File: config.mk
export PLATFORM = sky130hd
export DESIGN_NAME = uef_flags
export DESIGN_NICKNAME = d
export VERILOG_FILES = /design/src/design/uef_pkg.sv /design/src/design/uef_flags.sv /design/src/design/uef_mem.sv
export VERILOG_INCLUDE_DIRS = /design/src /design/src/design
export SDC_FILE = /design/constraint.sdc
export NUM_CORES = 1
export LEC_CHECK = 0
export BUFFER_PORTS_ARGS = -buffer_cell sky130_fd_sc_hd__buf_2
export CAP_MARGIN = 30
export CORE_ASPECT_RATIO = 0.8
export CORE_MARGIN = 2
export CORE_UTILIZATION = 60
export CTS_BUF_LIST = sky130_fd_sc_hd__clkbuf_2 sky130_fd_sc_hd__clkbuf_4 sky130_fd_sc_hd__clkbuf_8
export DETAILED_ROUTE_END_ITERATION = 12
export PLACE_DENSITY = 0.82
export SYNTH_ARGS = -nofsm -noshare
export SYNTH_HDL_FRONTEND = slang
export SYNTH_HIERARCHICAL = 1
export SYNTH_SLANG_ARGS = --single-unit
File: constraint.sdc
create_clock -name pclk -period 4.5 [get_ports pclk]
set_clock_uncertainty 0.15 [all_clocks]
set_input_delay 0.45 -clock pclk [delete_from_list [all_inputs] [get_ports pclk]]
set_output_delay 0.45 -clock pclk [all_outputs]
set_load 0.05 [all_outputs]
File: src/design/uef_defs.svh
// register map, field positions, reset values and rule overview of the status flag block
// Overview of operation
// - stop bit low at end sets fault
// - two stop bits: check first only
// - parity mismatch sets fault flag
// - fault flag cleared by read-one-then-write-zero
// - reset clears fault flag
// - disabling receiver keeps fault flag
// - faulty characters still stored, reception continues
// - per-entry framing and parity counts readable
// - end flag set when last bit leaves, fifo empty
// - reset sets end flag
// - clearing transmit enable sets end flag
// - end flag cleared by load, read, write-zero
// - end flag reads zero while transmitting
// - writing one to flags does nothing
`ifndef UEF_DEFS_SVH
`define UEF_DEFS_SVH
`define UEF_OFF_STATUS 8'h00
`define UEF_OFF_CTRL 8'h04
`define UEF_OFF_TXDATA 8'h08
`define UEF_OFF_RXDATA 8'h0c
`define UEF_OFF_DIV 8'h10
`define UEF_OFF_IST 8'h14
`define UEF_OFF_IMSK 8'h18
`define UEF_ST_ER 7
`define UEF_ST_TRANSMIT_END_FLAG 6
`define UEF_CT_TE 1
`define UEF_RX_VALID 31
`define UEF_IEV_W 3
`define UEF_FIFO_FULL 5'h10
`define UEF_ER_RST 1'b0
`define UEF_TRANSMIT_END_FLAG_RST 1'b1
`define UEF_CTRL_RST 5'h00
`define UEF_DIV_RST 16'h00ad
`endif

File: src/design/uef_pkg.sv
// types shared by the status flag block
package uef_pkg;
  typedef enum logic [2:0] {TX_IDLE, TX_START, TX_DATA, TX_PAR, TX_STOP} uef_tx_e;
  typedef enum logic [2:0] {RX_IDLE, RX_START, RX_DATA, RX_PAR, RX_STOP} uef_rx_e;
  typedef struct packed {
    logic two_stop;
    logic parity_odd_select;
    logic parity_en;
    logic tx_enable_bit;
    logic rx_enable_bit;
  } uef_ctrl_s;
  typedef struct packed {
    logic pe;
    logic fe;
    logic [7:0] data;
  } uef_rxent_s;
endpackage

File: src/design/uef_flags.sv
// serial port with receive-error and transmit-end status flags, APB slave
//
// The APB interface to the registers and the register offsets are this design's own decisions.
`timescale 1ns/10ps
`include "uef_defs.svh"
module uef_flags (
  input wire logic pclk,
  input wire logic presetn,
  input wire logic psel,
  input wire logic penable,
  input wire logic pwrite,
  input wire logic [7:0] paddr,
  input wire logic [31:0] pwdata,
  output logic [31:0] prdata,
  output logic pready,
  output logic pslverr,
  input wire logic rxd,
  output logic txd,
  output logic irq
);
  uef_pkg::uef_ctrl_s ctrl_q;
  uef_pkg::uef_tx_e tx_st_q;
  uef_pkg::uef_rx_e rx_st_q;
  uef_pkg::uef_rxent_s rx_rdata;
  uef_pkg::uef_rxent_s rx_wdata;
  logic [15:0] div_q;
  logic rx_fault_flag_q;
  logic transmit_end_flag_q;
  logic er_arm_q;
  logic transmit_end_flag_arm_q;
  logic tx_wr_q;
  logic [`UEF_IEV_W-1:0] ist_q;
  logic [`UEF_IEV_W-1:0] imsk_q;
  logic rd_wait_q;
  logic [31:0] prdata_q;
  logic [3:0] tx_wp_q;
  logic [3:0] tx_rp_q;
  logic [3:0] rx_wp_q;
  logic [3:0] rx_rp_q;
  logic [4:0] tx_cnt_q;
  logic [4:0] rx_cnt_q;
  logic tx_ne_q;
  logic rx_ne_q;
  logic [3:0] fe_cnt_q;
  logic [3:0] pe_cnt_q;
  logic [7:0] tx_rdata;
  logic [7:0] tx_sh_q;
  logic [2:0] tx_bit_q;
  logic [15:0] tx_bc_q;
  logic tx_par_q;
  logic tx_stop2_q;
  logic txd_q;
  logic [7:0] rx_sh_q;
  logic [2:0] rx_bit_q;
  logic [15:0] rx_bc_q;
  logic rx_par_q;
  logic rx_skip_q;

  //////////////////////////////////////////////////////////////////////
  // bus decode
  wire acc = psel & penable;
  wire rd_first = acc & ~pwrite & ~rd_wait_q;
  wire done = acc & pready;
  wire wr = done & pwrite;
  wire rd_done = done & ~pwrite;
  wire hit_st = paddr == `UEF_OFF_STATUS;
  wire hit_ct = paddr == `UEF_OFF_CTRL;
  wire hit_tx = paddr == `UEF_OFF_TXDATA;
  wire hit_rx = paddr == `UEF_OFF_RXDATA;
  wire hit_dv = paddr == `UEF_OFF_DIV;
  wire hit_is = paddr == `UEF_OFF_IST;
  wire hit_im = paddr == `UEF_OFF_IMSK;
  wire hit_any = hit_st | hit_ct | hit_tx | hit_rx | hit_dv | hit_is | hit_im;
  wire st_wr = wr & hit_st;
  wire ct_wr = wr & hit_ct;

  // reads take two access cycles so fifo read data has settled
  assign pready = pwrite | rd_wait_q;
  assign pslverr = done & ~hit_any;
  assign prdata = prdata_q;

  //////////////////////////////////////////////////////////////////////
  // fifo control
  wire [15:0] div_m1 = div_q - 16'h0001;
  wire tx_busy = tx_st_q != uef_pkg::TX_IDLE;
  wire tx_tick = tx_bc_q == 16'h0000;
  wire rx_tick = rx_bc_q == 16'h0000;
  wire tx_go = ~tx_busy & ctrl_q.tx_enable_bit & tx_ne_q & (tx_cnt_q != 5'h00);
  wire tx_push = wr & hit_tx & (tx_cnt_q != `UEF_FIFO_FULL);
  wire tx_done = (tx_st_q == uef_pkg::TX_STOP) & tx_tick & ~tx_stop2_q;
  wire rx_push = (rx_st_q == uef_pkg::RX_STOP) & rx_tick & ~rx_skip_q;
  wire rx_full = rx_cnt_q == `UEF_FIFO_FULL;
  // full fifo drops the character; overrun is not reported here
  wire rx_push_ok = rx_push & ~rx_full;
  wire rx_pop = rd_done & hit_rx & prdata_q[`UEF_RX_VALID];
  wire rx_fe = ~rxd;
  wire rx_pe = ctrl_q.parity_en & ((^rx_sh_q ^ rx_par_q) != ctrl_q.parity_odd_select);

  assign rx_wdata.pe = rx_pe;
  assign rx_wdata.fe = rx_fe;
  assign rx_wdata.data = rx_sh_q;

  uef_mem #(.W(8)) u_txm (
    .pclk(pclk),
    .we(tx_push),
    .waddr(tx_wp_q),
    .wdata(pwdata[7:0]),
    .raddr(tx_rp_q),
    .rdata(tx_rdata)
  );

  // faulty characters are stored like good ones
  uef_mem #(.W(10)) u_rxm (
    .pclk(pclk),
    .we(rx_push_ok),
    .waddr(rx_wp_q),
    .wdata(rx_wdata),
    .raddr(rx_rp_q),
    .rdata(rx_rdata)
  );

  always_ff @(posedge pclk or negedge presetn) begin
    if (!presetn) begin
      tx_wp_q <= 4'h0;
      tx_rp_q <= 4'h0;
      tx_cnt_q <= 5'h00;
      tx_ne_q <= 1'b0;
    end else begin
      tx_wp_q <= tx_wp_q + {3'h0, tx_push};
      tx_rp_q <= tx_rp_q + {3'h0, tx_go};
      tx_cnt_q <= tx_cnt_q + {4'h0, tx_push} - {4'h0, tx_go};
      tx_ne_q <= tx_cnt_q != 5'h00;
    end
  end

  always_ff @(posedge pclk or negedge presetn) begin
    if (!presetn) begin
      rx_wp_q <= 4'h0;
      rx_rp_q <= 4'h0;
      rx_cnt_q <= 5'h00;
      rx_ne_q <= 1'b0;
    end else begin
      rx_wp_q <= rx_wp_q + {3'h0, rx_push_ok};
      rx_rp_q <= rx_rp_q + {3'h0, rx_pop};
      rx_cnt_q <= rx_cnt_q + {4'h0, rx_push_ok} - {4'h0, rx_pop};
      rx_ne_q <= rx_cnt_q != 5'h00;
    end
  end

  // counts follow the fault bits of stored entries
  always_ff @(posedge pclk or negedge presetn) begin
    if (!presetn) begin
      fe_cnt_q <= 4'h0;
      pe_cnt_q <= 4'h0;
    end else begin
      fe_cnt_q <= fe_cnt_q + {3'h0, rx_push_ok & rx_fe} - {3'h0, rx_pop & rx_rdata.fe};
      pe_cnt_q <= pe_cnt_q + {3'h0, rx_push_ok & rx_pe} - {3'h0, rx_pop & rx_rdata.pe};
    end
  end

  //////////////////////////////////////////////////////////////////////
  // status flags
  // hidden while a character is on the line
  wire transmit_end_flag_vis = transmit_end_flag_q & ~tx_busy;
  wire tx_last = tx_done & (tx_cnt_q == 5'h00);
  wire er_set = rx_push & (rx_fe | rx_pe);
  wire transmit_end_flag_set = tx_last | (ct_wr & ~pwdata[`UEF_CT_TE]);
  // clear needs a prior read of one
  wire er_clr = st_wr & ~pwdata[`UEF_ST_ER] & er_arm_q;
  wire transmit_end_flag_clr = st_wr & ~pwdata[`UEF_ST_TRANSMIT_END_FLAG] & transmit_end_flag_arm_q & tx_wr_q;
  wire [`UEF_IEV_W-1:0] iev = {rx_push_ok, transmit_end_flag_set, er_set};

  // set on fault; reset value; written ones ignored
  always_ff @(posedge pclk or negedge presetn) begin
    if (!presetn) begin
      rx_fault_flag_q <= `UEF_ER_RST;
    end else if (er_set) begin
      rx_fault_flag_q <= 1'b1;
    end else if (er_clr) begin
      rx_fault_flag_q <= 1'b0;
    end
  end

  // set on last bit out; reset value; enable cleared
  always_ff @(posedge pclk or negedge presetn) begin
    if (!presetn) begin
      transmit_end_flag_q <= `UEF_TRANSMIT_END_FLAG_RST;
    end else if (transmit_end_flag_set) begin
      transmit_end_flag_q <= 1'b1;
    end else if (transmit_end_flag_clr) begin
      transmit_end_flag_q <= 1'b0;
    end
  end

  // a new set cancels the read, so it cannot be cleared blind
  always_ff @(posedge pclk or negedge presetn) begin
    if (!presetn) begin
      er_arm_q <= 1'b0;
      transmit_end_flag_arm_q <= 1'b0;
    end else begin
      er_arm_q <= ~er_set & ~st_wr & (er_arm_q | (rd_done & hit_st & prdata_q[`UEF_ST_ER]));
      transmit_end_flag_arm_q <= ~transmit_end_flag_set & ~st_wr & (transmit_end_flag_arm_q | (rd_done & hit_st & prdata_q[`UEF_ST_TRANSMIT_END_FLAG]));
    end
  end

  // data loaded since the flag was last set
  always_ff @(posedge pclk or negedge presetn) begin
    if (!presetn) begin
      tx_wr_q <= 1'b0;
    end else if (tx_push) begin
      tx_wr_q <= 1'b1;
    end else if (transmit_end_flag_set) begin
      tx_wr_q <= 1'b0;
    end
  end

  //////////////////////////////////////////////////////////////////////
  // registers and read path
  wire [31:0] st_val = {16'h0000, pe_cnt_q, fe_cnt_q, rx_fault_flag_q, transmit_end_flag_vis, 6'h00};
  wire [9:0] rx_ent = rx_ne_q ? rx_rdata : 10'h000;
  wire [31:0] rx_val = {rx_ne_q, 10'h000, rx_cnt_q, 6'h00, rx_ent};
  wire [31:0] rd_mux = hit_st ? st_val :
                       hit_ct ? {27'h0000000, ctrl_q} :
                       hit_tx ? {27'h0000000, tx_cnt_q} :
                       hit_rx ? rx_val :
                       hit_dv ? {16'h0000, div_q} :
                       hit_is ? {29'h00000000, ist_q} :
                       hit_im ? {29'h00000000, imsk_q} : 32'h00000000;
  wire [`UEF_IEV_W-1:0] ist_w1c = (wr & hit_is) ? pwdata[`UEF_IEV_W-1:0] : 3'h0;

  always_ff @(posedge pclk or negedge presetn) begin
    if (!presetn) begin
      rd_wait_q <= 1'b0;
      prdata_q <= 32'h00000000;
    end else begin
      rd_wait_q <= rd_first;
      if (rd_first) begin
        prdata_q <= rd_mux;
      end
    end
  end

  // control writes never touch the fault flag
  always_ff @(posedge pclk or negedge presetn) begin
    if (!presetn) begin
      ctrl_q <= `UEF_CTRL_RST;
      div_q <= `UEF_DIV_RST;
      imsk_q <= 3'h0;
    end else begin
      if (ct_wr) begin
        ctrl_q <= pwdata[4:0];
      end
      if (wr & hit_dv) begin
        div_q <= pwdata[15:0];
      end
      if (wr & hit_im) begin
        imsk_q <= pwdata[`UEF_IEV_W-1:0];
      end
    end
  end

  // new events win over a same-cycle clear
  always_ff @(posedge pclk or negedge presetn) begin
    if (!presetn) begin
      ist_q <= 3'h0;
    end else begin
      ist_q <= (ist_q & ~ist_w1c) | iev;
    end
  end

  assign irq = |(ist_q & imsk_q);

  //////////////////////////////////////////////////////////////////////
  // transmitter; a disable lets the current character finish
  always_ff @(posedge pclk or negedge presetn) begin
    if (!presetn) begin
      tx_st_q <= uef_pkg::TX_IDLE;
      tx_sh_q <= 8'h00;
      tx_bit_q <= 3'h0;
      tx_bc_q <= 16'h0000;
      tx_par_q <= 1'b0;
      tx_stop2_q <= 1'b0;
      txd_q <= 1'b1;
    end else begin
      tx_bc_q <= tx_tick ? div_m1 : tx_bc_q - 16'h0001;
      unique case (tx_st_q)
        uef_pkg::TX_IDLE: begin
          tx_bc_q <= div_m1;
          if (tx_go) begin
            tx_st_q <= uef_pkg::TX_START;
            tx_sh_q <= tx_rdata;
            tx_par_q <= ^tx_rdata ^ ctrl_q.parity_odd_select;
            txd_q <= 1'b0;
          end
        end
        uef_pkg::TX_START: begin
          if (tx_tick) begin
            tx_st_q <= uef_pkg::TX_DATA;
            tx_bit_q <= 3'h0;
            txd_q <= tx_sh_q[0];
          end
        end
        uef_pkg::TX_DATA: begin
          if (tx_tick) begin
            tx_sh_q <= {1'b0, tx_sh_q[7:1]};
            tx_bit_q <= tx_bit_q + 3'h1;
            txd_q <= tx_sh_q[1];
            if (tx_bit_q == 3'h7) begin
              tx_st_q <= ctrl_q.parity_en ? uef_pkg::TX_PAR : uef_pkg::TX_STOP;
              txd_q <= ctrl_q.parity_en ? tx_par_q : 1'b1;
              tx_stop2_q <= ctrl_q.two_stop;
            end
          end
        end
        uef_pkg::TX_PAR: begin
          if (tx_tick) begin
            tx_st_q <= uef_pkg::TX_STOP;
            txd_q <= 1'b1;
          end
        end
        uef_pkg::TX_STOP: begin
          if (tx_tick) begin
            tx_stop2_q <= 1'b0;
            if (!tx_stop2_q) begin
              tx_st_q <= uef_pkg::TX_IDLE;
            end
          end
        end
        default: begin
          tx_st_q <= uef_pkg::TX_IDLE;
        end
      endcase
    end
  end

  assign txd = txd_q;

  //////////////////////////////////////////////////////////////////////
  // receiver; samples mid-bit and never stalls on a fault
  always_ff @(posedge pclk or negedge presetn) begin
    if (!presetn) begin
      rx_st_q <= uef_pkg::RX_IDLE;
      rx_sh_q <= 8'h00;
      rx_bit_q <= 3'h0;
      rx_bc_q <= 16'h0000;
      rx_par_q <= 1'b0;
      rx_skip_q <= 1'b0;
    end else if (!ctrl_q.rx_enable_bit) begin
      rx_st_q <= uef_pkg::RX_IDLE;
      rx_skip_q <= 1'b0;
    end else begin
      rx_bc_q <= rx_tick ? div_m1 : rx_bc_q - 16'h0001;
      unique case (rx_st_q)
        uef_pkg::RX_IDLE: begin
          rx_bc_q <= {1'b0, div_q[15:1]};
          if (!rxd) begin
            rx_st_q <= uef_pkg::RX_START;
          end
        end
        uef_pkg::RX_START: begin
          if (rx_tick) begin
            rx_st_q <= rxd ? uef_pkg::RX_IDLE : uef_pkg::RX_DATA;
            rx_bit_q <= 3'h0;
          end
        end
        uef_pkg::RX_DATA: begin
          if (rx_tick) begin
            rx_sh_q <= {rxd, rx_sh_q[7:1]};
            rx_bit_q <= rx_bit_q + 3'h1;
            if (rx_bit_q == 3'h7) begin
              rx_st_q <= ctrl_q.parity_en ? uef_pkg::RX_PAR : uef_pkg::RX_STOP;
            end
          end
        end
        uef_pkg::RX_PAR: begin
          if (rx_tick) begin
            rx_par_q <= rxd;
            rx_st_q <= uef_pkg::RX_STOP;
          end
        end
        // judge the first stop bit only; a low second one must not look like a start
        uef_pkg::RX_STOP: begin
          if (rx_tick) begin
            if (ctrl_q.two_stop && !rx_skip_q) begin
              rx_skip_q <= 1'b1;
              rx_bc_q <= div_m1 + {1'b0, div_q[15:1]};
            end else begin
              rx_skip_q <= 1'b0;
              rx_st_q <= uef_pkg::RX_IDLE;
            end
          end
        end
        default: begin
          rx_st_q <= uef_pkg::RX_IDLE;
        end
      endcase
    end
  end
endmodule

File: src/design/uef_mem.sv
// sixteen-entry storage with registered read data
`timescale 1ns/10ps
module uef_mem #(
  parameter int W = 8
) (
  input wire logic pclk,
  input wire logic we,
  input wire logic [3:0] waddr,
  input wire logic [W-1:0] wdata,
  input wire logic [3:0] raddr,
  output logic [W-1:0] rdata
);
  logic [W-1:0] mem [16];

  // no reset: contents are only read behind a valid count
  always_ff @(posedge pclk) begin
    if (we) begin
      mem[waddr] <= wdata;
    end
    rdata <= mem[raddr];
  end
endmodule

==> load_flow_metrics.sql, run 1 <==
INSERT INTO impl_metrics (metric_group, metric, value, unit) VALUES
('pwr', 'power.share.combinational', '14.4', '%'),
('finish', 'number_of_nets_in_the_finished_design', '1729', ''),
('critical_path', 'startpoint', 'div_q[9]', ''),
('global_route', 'first_global_vias', '13500', ''),
('pwr', 'power.density_cell_area', '414', 'nW/um^2'),
('placement', 'placement.cell_area', '21900', 'um^2'),
('floorplan', 'rows', '61', ''),
('critical_path', 'endpoint_kind', 'register', ''),
('critical_path', 'worst-path-buf-inv', '0', ''),
('global_route', 'antenna_found_initial', '0', ''),
('placement', 'io_buffer_count', '55', ''),
('sta', 'finish_stage_setup_viols', '0', ''),
('floorplan', 'initial_utilization', '60.8', '%'),
('synthesis', 'synth-edff-count', '288', ''),
('critical_path', 'r2r-start', 'div_q[9]', ''),
('placement', 'gp_congestion', '0.909', ''),
('synthesis', 'synth.ff_latch_count', '462', ''),
('critical_path', 'r2r_slack', '0.42', 'ns'),
('synthesis', 'synth-warning-count', '6', ''),
('synthesis', 'synth.cells.most_frequent', 'sky130_fd_sc_hd__edfxtp_1, sky130_fd_sc_hd__dfrtp_1, sky130_fd_sc_hd__nor2_1, sky130_fd_sc_hd__nand2_1, sky130_fd_sc_hd__inv_1', ''),
('sta', 'fmax', '245', 'MHz'),
('clock_network', 'clk_path_buf_depth', '3', ''),
('critical_path', 'critPathTopFamily', 'simple AND/OR/NAND/NOR gates', ''),
('worst_hold_path', 'type_of_the_most_critical_hold_path', 'primary input to register', ''),
('drt', 'detail_route.wl_per_cell', '22.5', 'um'),
('run_status', 'outcome', 'finished, final reports clean', ''),
('pwr', 'power.leakage', '9.03', 'nW'),
('sta', 'finalCritPeriodShare', '90.6', '%'),
('floorplan', 'die-height', '172', 'um'),
('synthesis', 'instance_count_of_the_mapped_netlist', '1505', ''),
('clock_network', 'tritoncts.num_buffers', '72', ''),
('synthesis', 'synth-main-ff-cell', 'sky130_fd_sc_hd__edfxtp_1', ''),
('synthesis', 'netlist.area_leader.share', '41.1', '%'),
('synthesis', 'mappedNetlistArea', '21100', 'um^2'),
('pwr', 'switching_share', '26.6', '%'),
('global_route', 'grt_first_pass_wirelength', '75700', 'um'),
('synthesis', 'synthDominantAreaCellType', 'sky130_fd_sc_hd__edfxtp_1', ''),
('sta', 'timing.slew.headroom', '24.0', '%'),
('finish', 'num-fill-cells', '2369', ''),
('synthesis', 'synthesis.area_per_instance', '14.0', 'um^2'),
('critical_path', 'slowest_cell_on_crit_path', 'sky130_fd_sc_hd__nor4_1', ''),
('clock_network', 'cts_num_sinks', '462', ''),
('pwr', 'intPower', '7.12', 'mW'),
('worst_hold_path', 'holdCritStartpoint', 'pwdata[4]', ''),
('critical_path', 'crit_path_max_fanout', '8', ''),
('global_route', 'grt-ovfl-total', '0', ''),
('drt', 'postRouteAntennaNets', '0', ''),
('finish', 'finish.instance_area', '23400', 'um^2'),
('synthesis', 'yosys-top-cells-area', 'sky130_fd_sc_hd__edfxtp_1, sky130_fd_sc_hd__dfrtp_1, sky130_fd_sc_hd__mux4_2, sky130_fd_sc_hd__mux4_1, sky130_fd_sc_hd__ha_1', ''),
('pwr', 'power.share.clock', '35.6', '%'),
('sta', 'maxSlewViolCount', '0', ''),
('job', 'drv.max_cap_violation_count', '0', ''),
('synthesis', 'synthArstFlopShare', '33.8', '%'),
('critical_path', 'timing.critical_path.slowest_cell_delay', '0.73', 'ns'),
('clock_network', 'clkTransAtPathRegs', '0.06', 'ns'),
('global_route', 'grt_start_max_net_pins', '71', ''),
('clock_network', 'cts_root_buffer', 'sky130_fd_sc_hd__clkbuf_8', ''),
('sta', 'fin_setup_tns', '0', 'ns'),
('drt', 'post-route-drc-count', '0', ''),
('sta', 'rsz0062_at_grt', 'false', ''),
('drt', 'detail_route.first_pass.iterations', '7', ''),
('floorplan', 'x_dimension_of_the_die', '213', 'um'),
('sta', 'final.min_clock_period', '4.08', 'ns'),
('finish', 'synthToLayoutAreaGrowth', '11.3', '%'),
('drt', 'vias', '13500', ''),
('pwr', 'seq_power_share', '50.0', '%'),
('critical_path', 'classification_of_the_worst_setup_path', 'register to register', ''),
('clock_network', 'worstSkewPairLatency', '0.64', 'ns'),
('clock_network', 'clock_tree_from_tritoncts', 'done', ''),
('critical_path', 'crit_path_start_kind', 'register', ''),
('placement', 'hpwl', '32500', 'um');
## per-layer routing
layer / GRT usage (%) / wire length (um) / vias to the layer above
met5: 0 / 0 / -
met4: 8.82 / 1060 / 0
met3: 6.39 / 3990 / 86
met2: 43.2 / 23400 / 656
met1: 38.4 / 20100 / 6788
li1: - / - / 5991
## worst register-to-register path: stages (launching register included)
cell	delay [ns]
sky130_fd_sc_hd__dfrtp_1	0.56
sky130_fd_sc_hd__nor4_1	0.73
sky130_fd_sc_hd__nand2b_1	0.28
sky130_fd_sc_hd__nor3_1	0.27
sky130_fd_sc_hd__xor2_1	0.34
sky130_fd_sc_hd__ha_1	0.36
sky130_fd_sc_hd__and3_1	0.20
sky130_fd_sc_hd__and2_1	0.17
sky130_fd_sc_hd__a221o_1	0.30
sky130_fd_sc_hd__a41o_1	0.22
sky130_fd_sc_hd__xnor2_1	0.15
sky130_fd_sc_hd__o41ai_1	0.26
## stage by stage
stage	util, %	std cells	hold WS [ns]	setup slack, ns
final	67.7	2155	0.115	0.423
after detailed placement	63.3	2013	0.301	0.542
after CTS	67.7	2155	0.0754	0.496
after global routing	67.7	2155	0.0855	0.234
after floorplan	-	1514	0.00441	0.825
after global placement	63.2	2011	0.301	0.537
## registers in the layout, indices dropped and copies added (netlist names), 4 cells and up
name	count
rx_cnt_q	5
u_rxm/mem	160
u_rxm/rdata	10
prdata	22
div_q	16
rx_bc_q	16
tx_rp_q	4
rx_sh_q	8
tx_wp_q	4
ctrl_q	5
tx_sh_q	8
tx_bc_q	16
fe_cnt_q	4
rx_rp_q	4
tx_cnt_q	5
pe_cnt_q	4
u_txm/mem	128
rx_wp_q	4
u_txm/rdata	8
## logic make-up (layout without fill, tap and decap cells)
group,count (synthesis),in the layout,share of synthesized area (%)
AO/OA/AOI/OAI,277,277,9.00
XOR/XNOR,70,70,3.01
adder cells (fa/ha/maj),58,58,3.62
buffers and inverters,132,301,3.01
flip-flops,462,462,61.4
multiplexers,125,125,10.9
other,1,10,0.0178
AND/OR/NAND/NOR,380,380,9.12
## power by group through the flow
stage / Sequential, mW / Combinational [mW] / Clock, mW
6_report: 4.85 / 1.40 / 3.46
5_1_grt: 4.87 / 1.52 / 3.72
4_1_cts: 4.84 / 1.39 / 3.51
3_5_place_dp: 4.93 / 1.37 / 0
3_3_place_gp: 4.96 / 1.25 / 0
2_1_floorplan: 4.89 / 1.04 / 0
## timing repair
action	4_1_cts	5_1_grt
hold buffers	10	0
endpoints found under the hold margin	73	0
resized for setup	0	0
## how the worst min path moves through the flow
stage,endpoint,slack [ns],depth (start not counted)
5_1_grt,u_txm/mem[9][5],0.09,1
3_5_place_dp,prdata[6],0.30,2
4_1_cts,u_txm/mem[14][5],0.08,1
6_report,u_txm/mem[0][4],0.12,1
2_1_floorplan,ctrl_q[0],0.004,0
3_3_place_gp,prdata[6],0.30,2
## layout by cell type, fill, tap and decap left out, drive strengths merged, types with 43 or more instances in the layout
cell and n:
a21oi 56, a22oi 43, buf 102, clkbuf 109
dfrtp 149, edfxtp 288, ha 53, inv 57
mux4 72, nand2 95, nor2 117, o21ai 52
xnor2 47
## final cells by class
class | instances | area, um^2 | area share [%]
Clock buffer | 109 | 1310 | 5.57
Clock inverter | 23 | 115 | 0.491
Inverter | 57 | 214 | 0.913
Multi-Input combinational cell | 920 | 7540 | 32.2
Sequential cell | 462 | 12900 | 55.1
Tap cell | 472 | 591 | 2.52
Timing Repair Buffer | 112 | 754 | 3.22
Power figures use the tool's default switching activity.
==> inputs of run 2 (changes only) <==
--- a/config.mk
+++ b/config.mk
@@ -14,6 +14,7 @@
 export CTS_BUF_LIST = sky130_fd_sc_hd__clkbuf_2 sky130_fd_sc_hd__clkbuf_4 sky130_fd_sc_hd__clkbuf_8
 export DETAILED_ROUTE_END_ITERATION = 12
 export PLACE_DENSITY = 0.82
+export SETUP_SLACK_MARGIN = 0.5
 export SYNTH_ARGS = -nofsm -noshare
 export SYNTH_HDL_FRONTEND = slang
 export SYNTH_HIERARCHICAL = 1
==> run 2 against run 1 <==
Via count grew 0.42%. Flip-flop and latch count is the same. Combinational power is essentially flat. Wire length grew 0.49%. Worst hold slack lost 0.0068 ns. Power is essentially flat. Cell count grew 0.65%. Count of clock-buffer cells in the layout is the same. Maximum frequency grew 3.6%. Register-to-register slack gained 0.14 ns. Highest routed layer unchanged. Die area is the same.
==> load_flow_metrics.sql, run 2 (same netlist as run 1, synthesis figures left out) <==
INSERT INTO impl_metrics (metric_group, metric, value, unit) VALUES
('drt', 'post-route-drc-count', '0', ''),
('sta', 'maxSlewViolCount', '0', ''),
('global_route', 'grt_start_max_net_pins', '71', ''),
('clock_network', 'cts-htree-levels', '3', ''),
('finish', 'finish.instance_area', '23600', 'um^2'),
('placement', 'gp_congestion', '0.909', ''),
('critical_path', 'r2r-start', 'div_q[1]', ''),
('clock_network', 'clkTransAtPathRegs', '0.06', 'ns'),
('global_route', 'antenna_found_initial', '0', ''),
('clock_network', 'worstSkewPairLatency', '0.63', 'ns'),
('pwr', 'ir_drop', '0.381', 'mV'),
('finish', 'number_of_nets_in_the_finished_design', '1743', ''),
('critical_path', 'cp_common_cell', 'sky130_fd_sc_hd__or4_4', ''),
('clock_network', 'clock_tree_from_tritoncts', 'done', ''),
('sta', 'fin_setup_tns', '0', 'ns'),
('finish', 'antenna_cells', '0', ''),
('worst_hold_path', 'holdCritStartpoint', 'pwdata[5]', ''),
('critical_path', 'timing.critical_path.slowest_cell_delay', '0.51', 'ns'),
('run_status', 'outcome', 'finished, final reports clean', ''),
('drt', 'initialDrtViolationCount', '1710', ''),
('clock_network', 'tritoncts.num_buffers', '72', ''),
('floorplan', 'x_dimension_of_the_die', '213', 'um'),
('critical_path', 'cp_cell_sequence', 'buf_4, or4_4, or4_4, nor3_1, xor2_1, ha_1, and3_1, and2_1, a221o_1, a41o_1, xnor2_1, o41ai_1', ''),
('floorplan', 'design.die.area', '36600', 'um^2'),
('pwr', 'power.density_cell_area', '411', 'nW/um^2'),
('sta', 'fmax', '254', 'MHz'),
('critical_path', 'r2r_slack', '0.56', 'ns'),
('critical_path', 'reg2reg_to', 'rx_bc_q[14]', ''),
('finish', 'drive_gt1_share', '21.2', '%'),
('drt', 'routed_via_density', '6.26', ''),
('critical_path', 'number_of_cells_on_the_worst_reg_to_reg_path', '12', ''),
('sta', 'tightest_slew', '1.10', 'ns'),
('sta', 'timing.slew.headroom', '25.6', '%'),
('global_route', 'grt_first_pass_wirelength', '75600', 'um'),
('floorplan', 'initial_utilization', '60.8', '%'),
('critical_path', 'classification_of_the_worst_setup_path', 'register to register', ''),
('sta', 'final.min_clock_period', '3.94', 'ns'),
('finish', 'registers.top_by_ff_count', 'u_rxm/mem', ''),
('job', 'drv.max_cap_violation_count', '0', ''),
('drt', 'postRouteAntennaNets', '0', ''),
('critical_path', 'worst_ep_arrival_time', '4.30', 'ns'),
('critical_path', 'worst-path-buf-inv', '1', ''),
('critical_path', 'crit_path_start_kind', 'register', ''),
('finish', 'synthToLayoutAreaGrowth', '12.1', '%'),
('worst_hold_path', 'type_of_the_most_critical_hold_path', 'primary input to register', ''),
('placement', 'placement.cell_area', '21900', 'um^2'),
('global_route', 'grt-ovfl-total', '0', ''),
('placement', 'hpwl', '32500', 'um'),
('clock_network', 'cts_root_buffer', 'sky130_fd_sc_hd__clkbuf_8', ''),
('drt', 'detail_route.wl_per_cell', '22.5', 'um'),
('floorplan', 'rows', '61', ''),
('sta', 'finalCritPeriodShare', '87.5', '%'),
('drt', 'detail_route.first_pass.iterations', '8', ''),
('drt', 'wirelength', '48800', 'um'),
('pwr', 'power.leakage', '9.09', 'nW'),
('floorplan', 'die-height', '172', 'um'),
('floorplan', 'io_pins', '82', ''),
('finish', 'layout.cells.most_common', 'sky130_fd_sc_hd__edfxtp_1', ''),
('sta', 'hold_viol_final', '0', ''),
('critical_path', 'slowest_cell_on_crit_path', 'sky130_fd_sc_hd__or4_4', ''),
('sta', 'finish_stage_setup_viols', '0', ''),
('global_route', 'track_usage', '27.5', '%'),
('worst_hold_path', 'hold_depth', '1', ''),
('critical_path', 'path_depth', '12', ''),
('worst_hold_path', 'min_to', 'u_txm/mem[9][5]', ''),
('drt', 'vias', '13600', ''),
('critical_path', 'crit_path_max_fanout', '4', ''),
('critical_path', 'critPathTopFamily', 'simple AND/OR/NAND/NOR gates', ''),
('critical_path', 'endpoint_kind', 'register', ''),
('global_route', 'first_global_vias', '13500', ''),
('floorplan', 'core_region_area', '34700', 'um^2'),
('placement', 'io_buffer_count', '55', ''),
('sta', 'rsz0062_at_grt', 'true', ''),
('critical_path', 'crit_required', '4.87', 'ns'),
('clock_network', 'clk_path_buf_depth', '3', ''),
('clock_network', 'cts_num_sinks', '462', ''),
('sta', 'fin_worst_hold_slack', '0.109', 'ns'),
('finish', 'largest_reg_flops', '160', ''),
('finish', 'most_used_cells_in_the_layout_excluding_fill_and_tap_cells', 'sky130_fd_sc_hd__edfxtp_1, sky130_fd_sc_hd__dfrtp_1, sky130_fd_sc_hd__nor2_1', '');
run 2: how the worst max path moves through the flow:
stage,slack (ns),end,startpoint
2_1_floorplan,0.83,u_txm/mem[0][0],paddr[0]
3_3_place_gp,0.54,rx_bc_q[14],div_q[9]
3_5_place_dp,0.54,rx_bc_q[14],div_q[1]
4_1_cts,0.51,rx_bc_q[14],div_q[1]
5_1_grt,0.45,rx_bc_q[14],div_q[1]
6_report,0.56,rx_bc_q[14],div_q[1]
run 2: area by class of cell:
| class | instances | area [um^2] |
|---|---|---|
| repair buffers | 126 | 860 |
| flip-flops and latches | 462 | 12900 |
| clock buffers | 109 | 1310 |
| inverters | 57 | 214 |
| fillers | 2346 | 11000 |
| multi-input cells | 920 | 7590 |
| well taps | 472 | 591 |
| clock inverters | 23 | 115 |
run 2: metal layers:
layer | GRT usage (%) | vias up | part of all wire [%]
met4 | 8.82 | 0 | 2.3
met3 | 6.26 | 95 | 8.1
li1 | - | 6009 | -
met1 | 38.4 | 6852 | 42
met2 | 43.3 | 622 | 48
met5 | 0 | - | 0
run 2: power by group:
| part | total [mW] | switching [mW] | internal, mW | leakage [nW] |
|---|---|---|---|---|
| combinational | 1.41 | 0.797 | 0.609 | 3.62 |
| clock | 3.46 | 1.60 | 1.86 | 0.744 |
| sequential | 4.85 | 0.188 | 4.66 | 4.73 |
| total | 9.71 | 2.58 | 7.13 | 9.09 |
run 2: metrics by stage:
step                instances  total power [mW]  setup slack [ns]  util [%]
floorplan                1514              5.93             0.825         -
global placement         2011              6.21             0.537      63.2
detailed placement       2013              6.30             0.542      63.3
CTS                      2155              9.75             0.508      67.7
global route             2169              10.1             0.449      68.1
finish                   2169              9.71             0.565      68.1
run 2: worst register-to-register path: stages, from the launching register on:
cell,delay [ns]
sky130_fd_sc_hd__dfrtp_2,0.41
sky130_fd_sc_hd__buf_4,0.15
sky130_fd_sc_hd__or4_4,0.51
sky130_fd_sc_hd__or4_4,0.45
sky130_fd_sc_hd__nor3_1,0.21
sky130_fd_sc_hd__xor2_1,0.30
sky130_fd_sc_hd__ha_1,0.33
sky130_fd_sc_hd__and3_1,0.20
sky130_fd_sc_hd__and2_1,0.17
sky130_fd_sc_hd__a221o_1,0.29
sky130_fd_sc_hd__a41o_1,0.22
sky130_fd_sc_hd__xnor2_1,0.14
sky130_fd_sc_hd__o41ai_1,0.32
run 2: repair_timing:
item / CTS / global route
hold buffers: 10 / 0
hold endpoints to repair: 73 / 0
buffers inserted: 0 / 14
endpoints found under the setup margin: 1 / 9
pin swaps: 0 / 5
resized for setup: 2 / 13
==> inputs of run 3 (changes only) <==
==> constraint.sdc (replaced) <==
create_clock -name pclk -period 4 [get_ports pclk]
set_clock_uncertainty 0.15 [all_clocks]
set_input_delay 0.4 -clock pclk [delete_from_list [all_inputs] [get_ports pclk]]
set_output_delay 0.4 -clock pclk [all_outputs]
set_load 0.05 [all_outputs]
==> run 3 against run 2 <==
Combinational power up 18%. Flip-flop and latch count unchanged. Maximum frequency grew 7.8%. First-iteration DRC count down 3.9%. Clock power is 13% higher. Worst setup slack lost 0.22 ns. Wire length rose by 2.8%. Core utilization rose by 1.8 points. Via count increased by 2.2%.
==> load_flow_metrics.sql, run 3 (same netlist as run 1, synthesis figures left out) <==
INSERT INTO impl_metrics (metric_group, metric, value, unit) VALUES
('global_route', 'antenna_found_initial', '0', ''),
('sta', 'maxSlewViolCount', '0', ''),
('pwr', 'power.share.clock', '35.5', '%'),
('run_status', 'outcome', 'finished, final reports clean', ''),
('finish', 'postLayoutCoreUtil', '69.9', '%'),
('clock_network', 'cts_num_sinks', '462', ''),
('sta', 'hold_viol_final', '0', ''),
('critical_path', 'classification_of_the_worst_setup_path', 'register to register', ''),
('sta', 'final.min_clock_period', '3.65', 'ns'),
('pwr', 'p_total', '11.0', 'mW'),
('floorplan', 'core_region_area', '34700', 'um^2'),
('floorplan', 'rows', '61', ''),
('clock_network', 'cts-htree-levels', '3', ''),
('pwr', 'ir_drop', '0.334', 'mV'),
('finish', 'layout.cells.most_common', 'sky130_fd_sc_hd__edfxtp_1', ''),
('critical_path', 'worst-path-buf-inv', '1', ''),
('global_route', 'grt_start_max_net_pins', '90', ''),
('critical_path', 'worst_ep_arrival_time', '4.00', 'ns'),
('critical_path', 'startpoint', 'div_q[1]', ''),
('clock_network', 'worstSkewPairLatency', '0.63', 'ns'),
('sta', 'finalCritPeriodShare', '91.3', '%'),
('finish', 'drive_gt1_share', '25.1', '%'),
('floorplan', 'initial_utilization', '60.8', '%'),
('finish', 'largest_reg_flops', '160', ''),
('clock_network', 'clkTransAtPathRegs', '0.06', 'ns'),
('sta', 'fin_setup_tns', '0', 'ns'),
('floorplan', 'io_pins', '82', ''),
('drt', 'wirelength', '50100', 'um'),
('clock_network', 'clk_path_buf_depth', '3', ''),
('placement', 'io_buffer_count', '55', ''),
('critical_path', 'crit_required', '4.35', 'ns'),
('drt', 'vias', '13900', ''),
('sta', 'rsz0062_at_grt', 'true', ''),
('critical_path', 'cp_common_cell', 'sky130_fd_sc_hd__ha_4', ''),
('floorplan', 'design.die.area', '36600', 'um^2'),
('finish', 'most_used_cells_in_the_layout_excluding_fill_and_tap_cells', 'sky130_fd_sc_hd__edfxtp_1, sky130_fd_sc_hd__dfrtp_1, sky130_fd_sc_hd__nor2_1', ''),
('global_route', 'track_usage', '27.9', '%'),
('sta', 'tightest_slew', '0.955', 'ns'),
('pwr', 'power_switching', '2.96', 'mW'),
('clock_network', 'tritoncts.num_buffers', '72', ''),
('drt', 'routed_via_density', '6.27', ''),
('critical_path', 'endpoint_kind', 'register', ''),
('clock_network', 'cts_root_buffer', 'sky130_fd_sc_hd__clkbuf_8', ''),
('pwr', 'power.share.combinational', '15.1', '%'),
('drt', 'post-route-drc-count', '0', ''),
('critical_path', 'slowest_cell_on_crit_path', 'sky130_fd_sc_hd__or4_4', ''),
('job', 'drv.max_cap_violation_count', '0', ''),
('pwr', 'power.density_cell_area', '454', 'nW/um^2'),
('pwr', 'seq_power_share', '49.4', '%'),
('sta', 'timing.slew.headroom', '36.2', '%'),
('drt', 'detail_route.first_pass.iterations', '6', ''),
('global_route', 'grt-ovfl-total', '0', ''),
('drt', 'postRouteAntennaNets', '0', ''),
('floorplan', 'x_dimension_of_the_die', '213', 'um'),
('drt', 'detail_route.wl_per_cell', '22.6', 'um'),
('floorplan', 'die-height', '172', 'um'),
('global_route', 'first_global_vias', '13900', ''),
('placement', 'gp_congestion', '0.977', ''),
('critical_path', 'crit_path_start_kind', 'register', ''),
('pwr', 'power.leakage', '9.36', 'nW'),
('finish', 'antenna_cells', '0', ''),
('worst_hold_path', 'type_of_the_most_critical_hold_path', 'primary input to register', ''),
('pwr', 'intPower', '8.05', 'mW'),
('clock_network', 'clock_tree_from_tritoncts', 'done', ''),
('critical_path', 'critPathTopFamily', 'simple AND/OR/NAND/NOR gates', ''),
('critical_path', 'crit_path_max_fanout', '5', ''),
('placement', 'hpwl', '33100', 'um'),
('sta', 'fmax', '274', 'MHz'),
('global_route', 'grt_first_pass_wirelength', '76900', 'um'),
('critical_path', 'cp_cell_sequence', 'inv_2, ha_4, or3b_4, or4_4, or3_4, nand2_4, ha_4, and3_4, and2_4, a221o_1, a41o_1, xnor2_1, o41ai_1', ''),
('drt', 'initialDrtViolationCount', '1644', ''),
('sta', 'finish_stage_setup_viols', '0', ''),
('finish', 'number_of_nets_in_the_finished_design', '1789', ''),
('finish', 'synthToLayoutAreaGrowth', '15.1', '%'),
('pwr', 'switching_share', '26.9', '%'),
('critical_path', 'r2r-start', 'div_q[1]', ''),
('finish', 'registers.top_by_ff_count', 'u_rxm/mem', ''),
('worst_hold_path', 'holdCritStartpoint', 'pwdata[4]', ''),
('critical_path', 'timing.critical_path.slowest_cell_delay', '0.50', 'ns');
## run 3: routing by layer
metal / share of wire [%] / global-route usage (%) / vias to the layer above
met5: 0 / 0 / -
met4: 2.7 / 9.54 / 0
met3: 8.7 / 6.34 / 122
met2: 48 / 43.9 / 652
met1: 41 / 38.8 / 7004
li1: - / - / 6105
## run 3: area by class of cell
type / count / area [um^2]
Multi-Input combinational cell: 920 / 7830
Sequential cell: 462 / 12900
Inverter: 57 / 214
Fill cell: 2262 / 10400
Timing Repair Buffer: 172 / 1240
Clock buffer: 108 / 1300
Tap cell: 472 / 591
Clock inverter: 23 / 128
## run 3: per-stage QoR
stage                     hold slack [ns]  std cells  worst slack, ns  cell area [um^2]
final                              0.0359       2214            0.349             24200
after global routing               0.0195       2214            0.237             24200
after CTS                         0.00381       2202            0.227             24000
after detailed placement            0.301       2042            0.174             22200
after global placement              0.310       2040            0.206             22100
after floorplan                   -0.0456       1514            0.397             21100
## run 3: worst reg2reg max path: cells and delay by family, from the launching register on
| family | cells | cell delay [ns] |
|---|---|---|
| xor gates and xnor gates | 1 | 0.12 |
| DFF | 1 | 0.42 |
| adders and majority gates | 2 | 0.35 |
| buffers and inverters | 1 | 0.08 |
| AOI/OAI and AO/OA | 3 | 0.75 |
| and+or+nand+nor | 6 | 1.64 |
## run 3: repair_timing
action                                  in CTS  in global routing
hold buffers                                10                  0
gates resized for setup                     28                 33
setup buffers                               19                 11
endpoints found under the setup margin      11                 13
gates cloned                                 0                  0
endpoints found under the hold margin       93                  0
pin swaps                                   12                 22
## run 3: worst paths after layout
check | endpoint | depth (start not counted) | slack, ns
hold reg to reg | prdata[6] | 2 | 0.33
min in group asynchronous | tx_rp_q[2] | 2 | 0.25
setup reg to reg | rx_bc_q[14] | 13 | 0.35
max in group asynchronous | rx_sh_q[0] | 3 | 2.48
hold / removal | u_txm/mem[2][4] | 1 | 0.04
setup / recovery | rx_bc_q[14] | 13 | 0.35
## run 3: power by group through the flow
| stage | clock (mW) | sequential (mW) | combinational, mW |
|---|---|---|---|
| after floorplan | 0 | 5.51 | 1.17 |
| after global placement | 0 | 5.59 | 1.45 |
| after detailed placement | 0 | 5.53 | 1.59 |
| after CTS | 3.96 | 5.43 | 1.62 |
| after global routing | 4.17 | 5.46 | 1.81 |
| final | 3.91 | 5.44 | 1.66 |
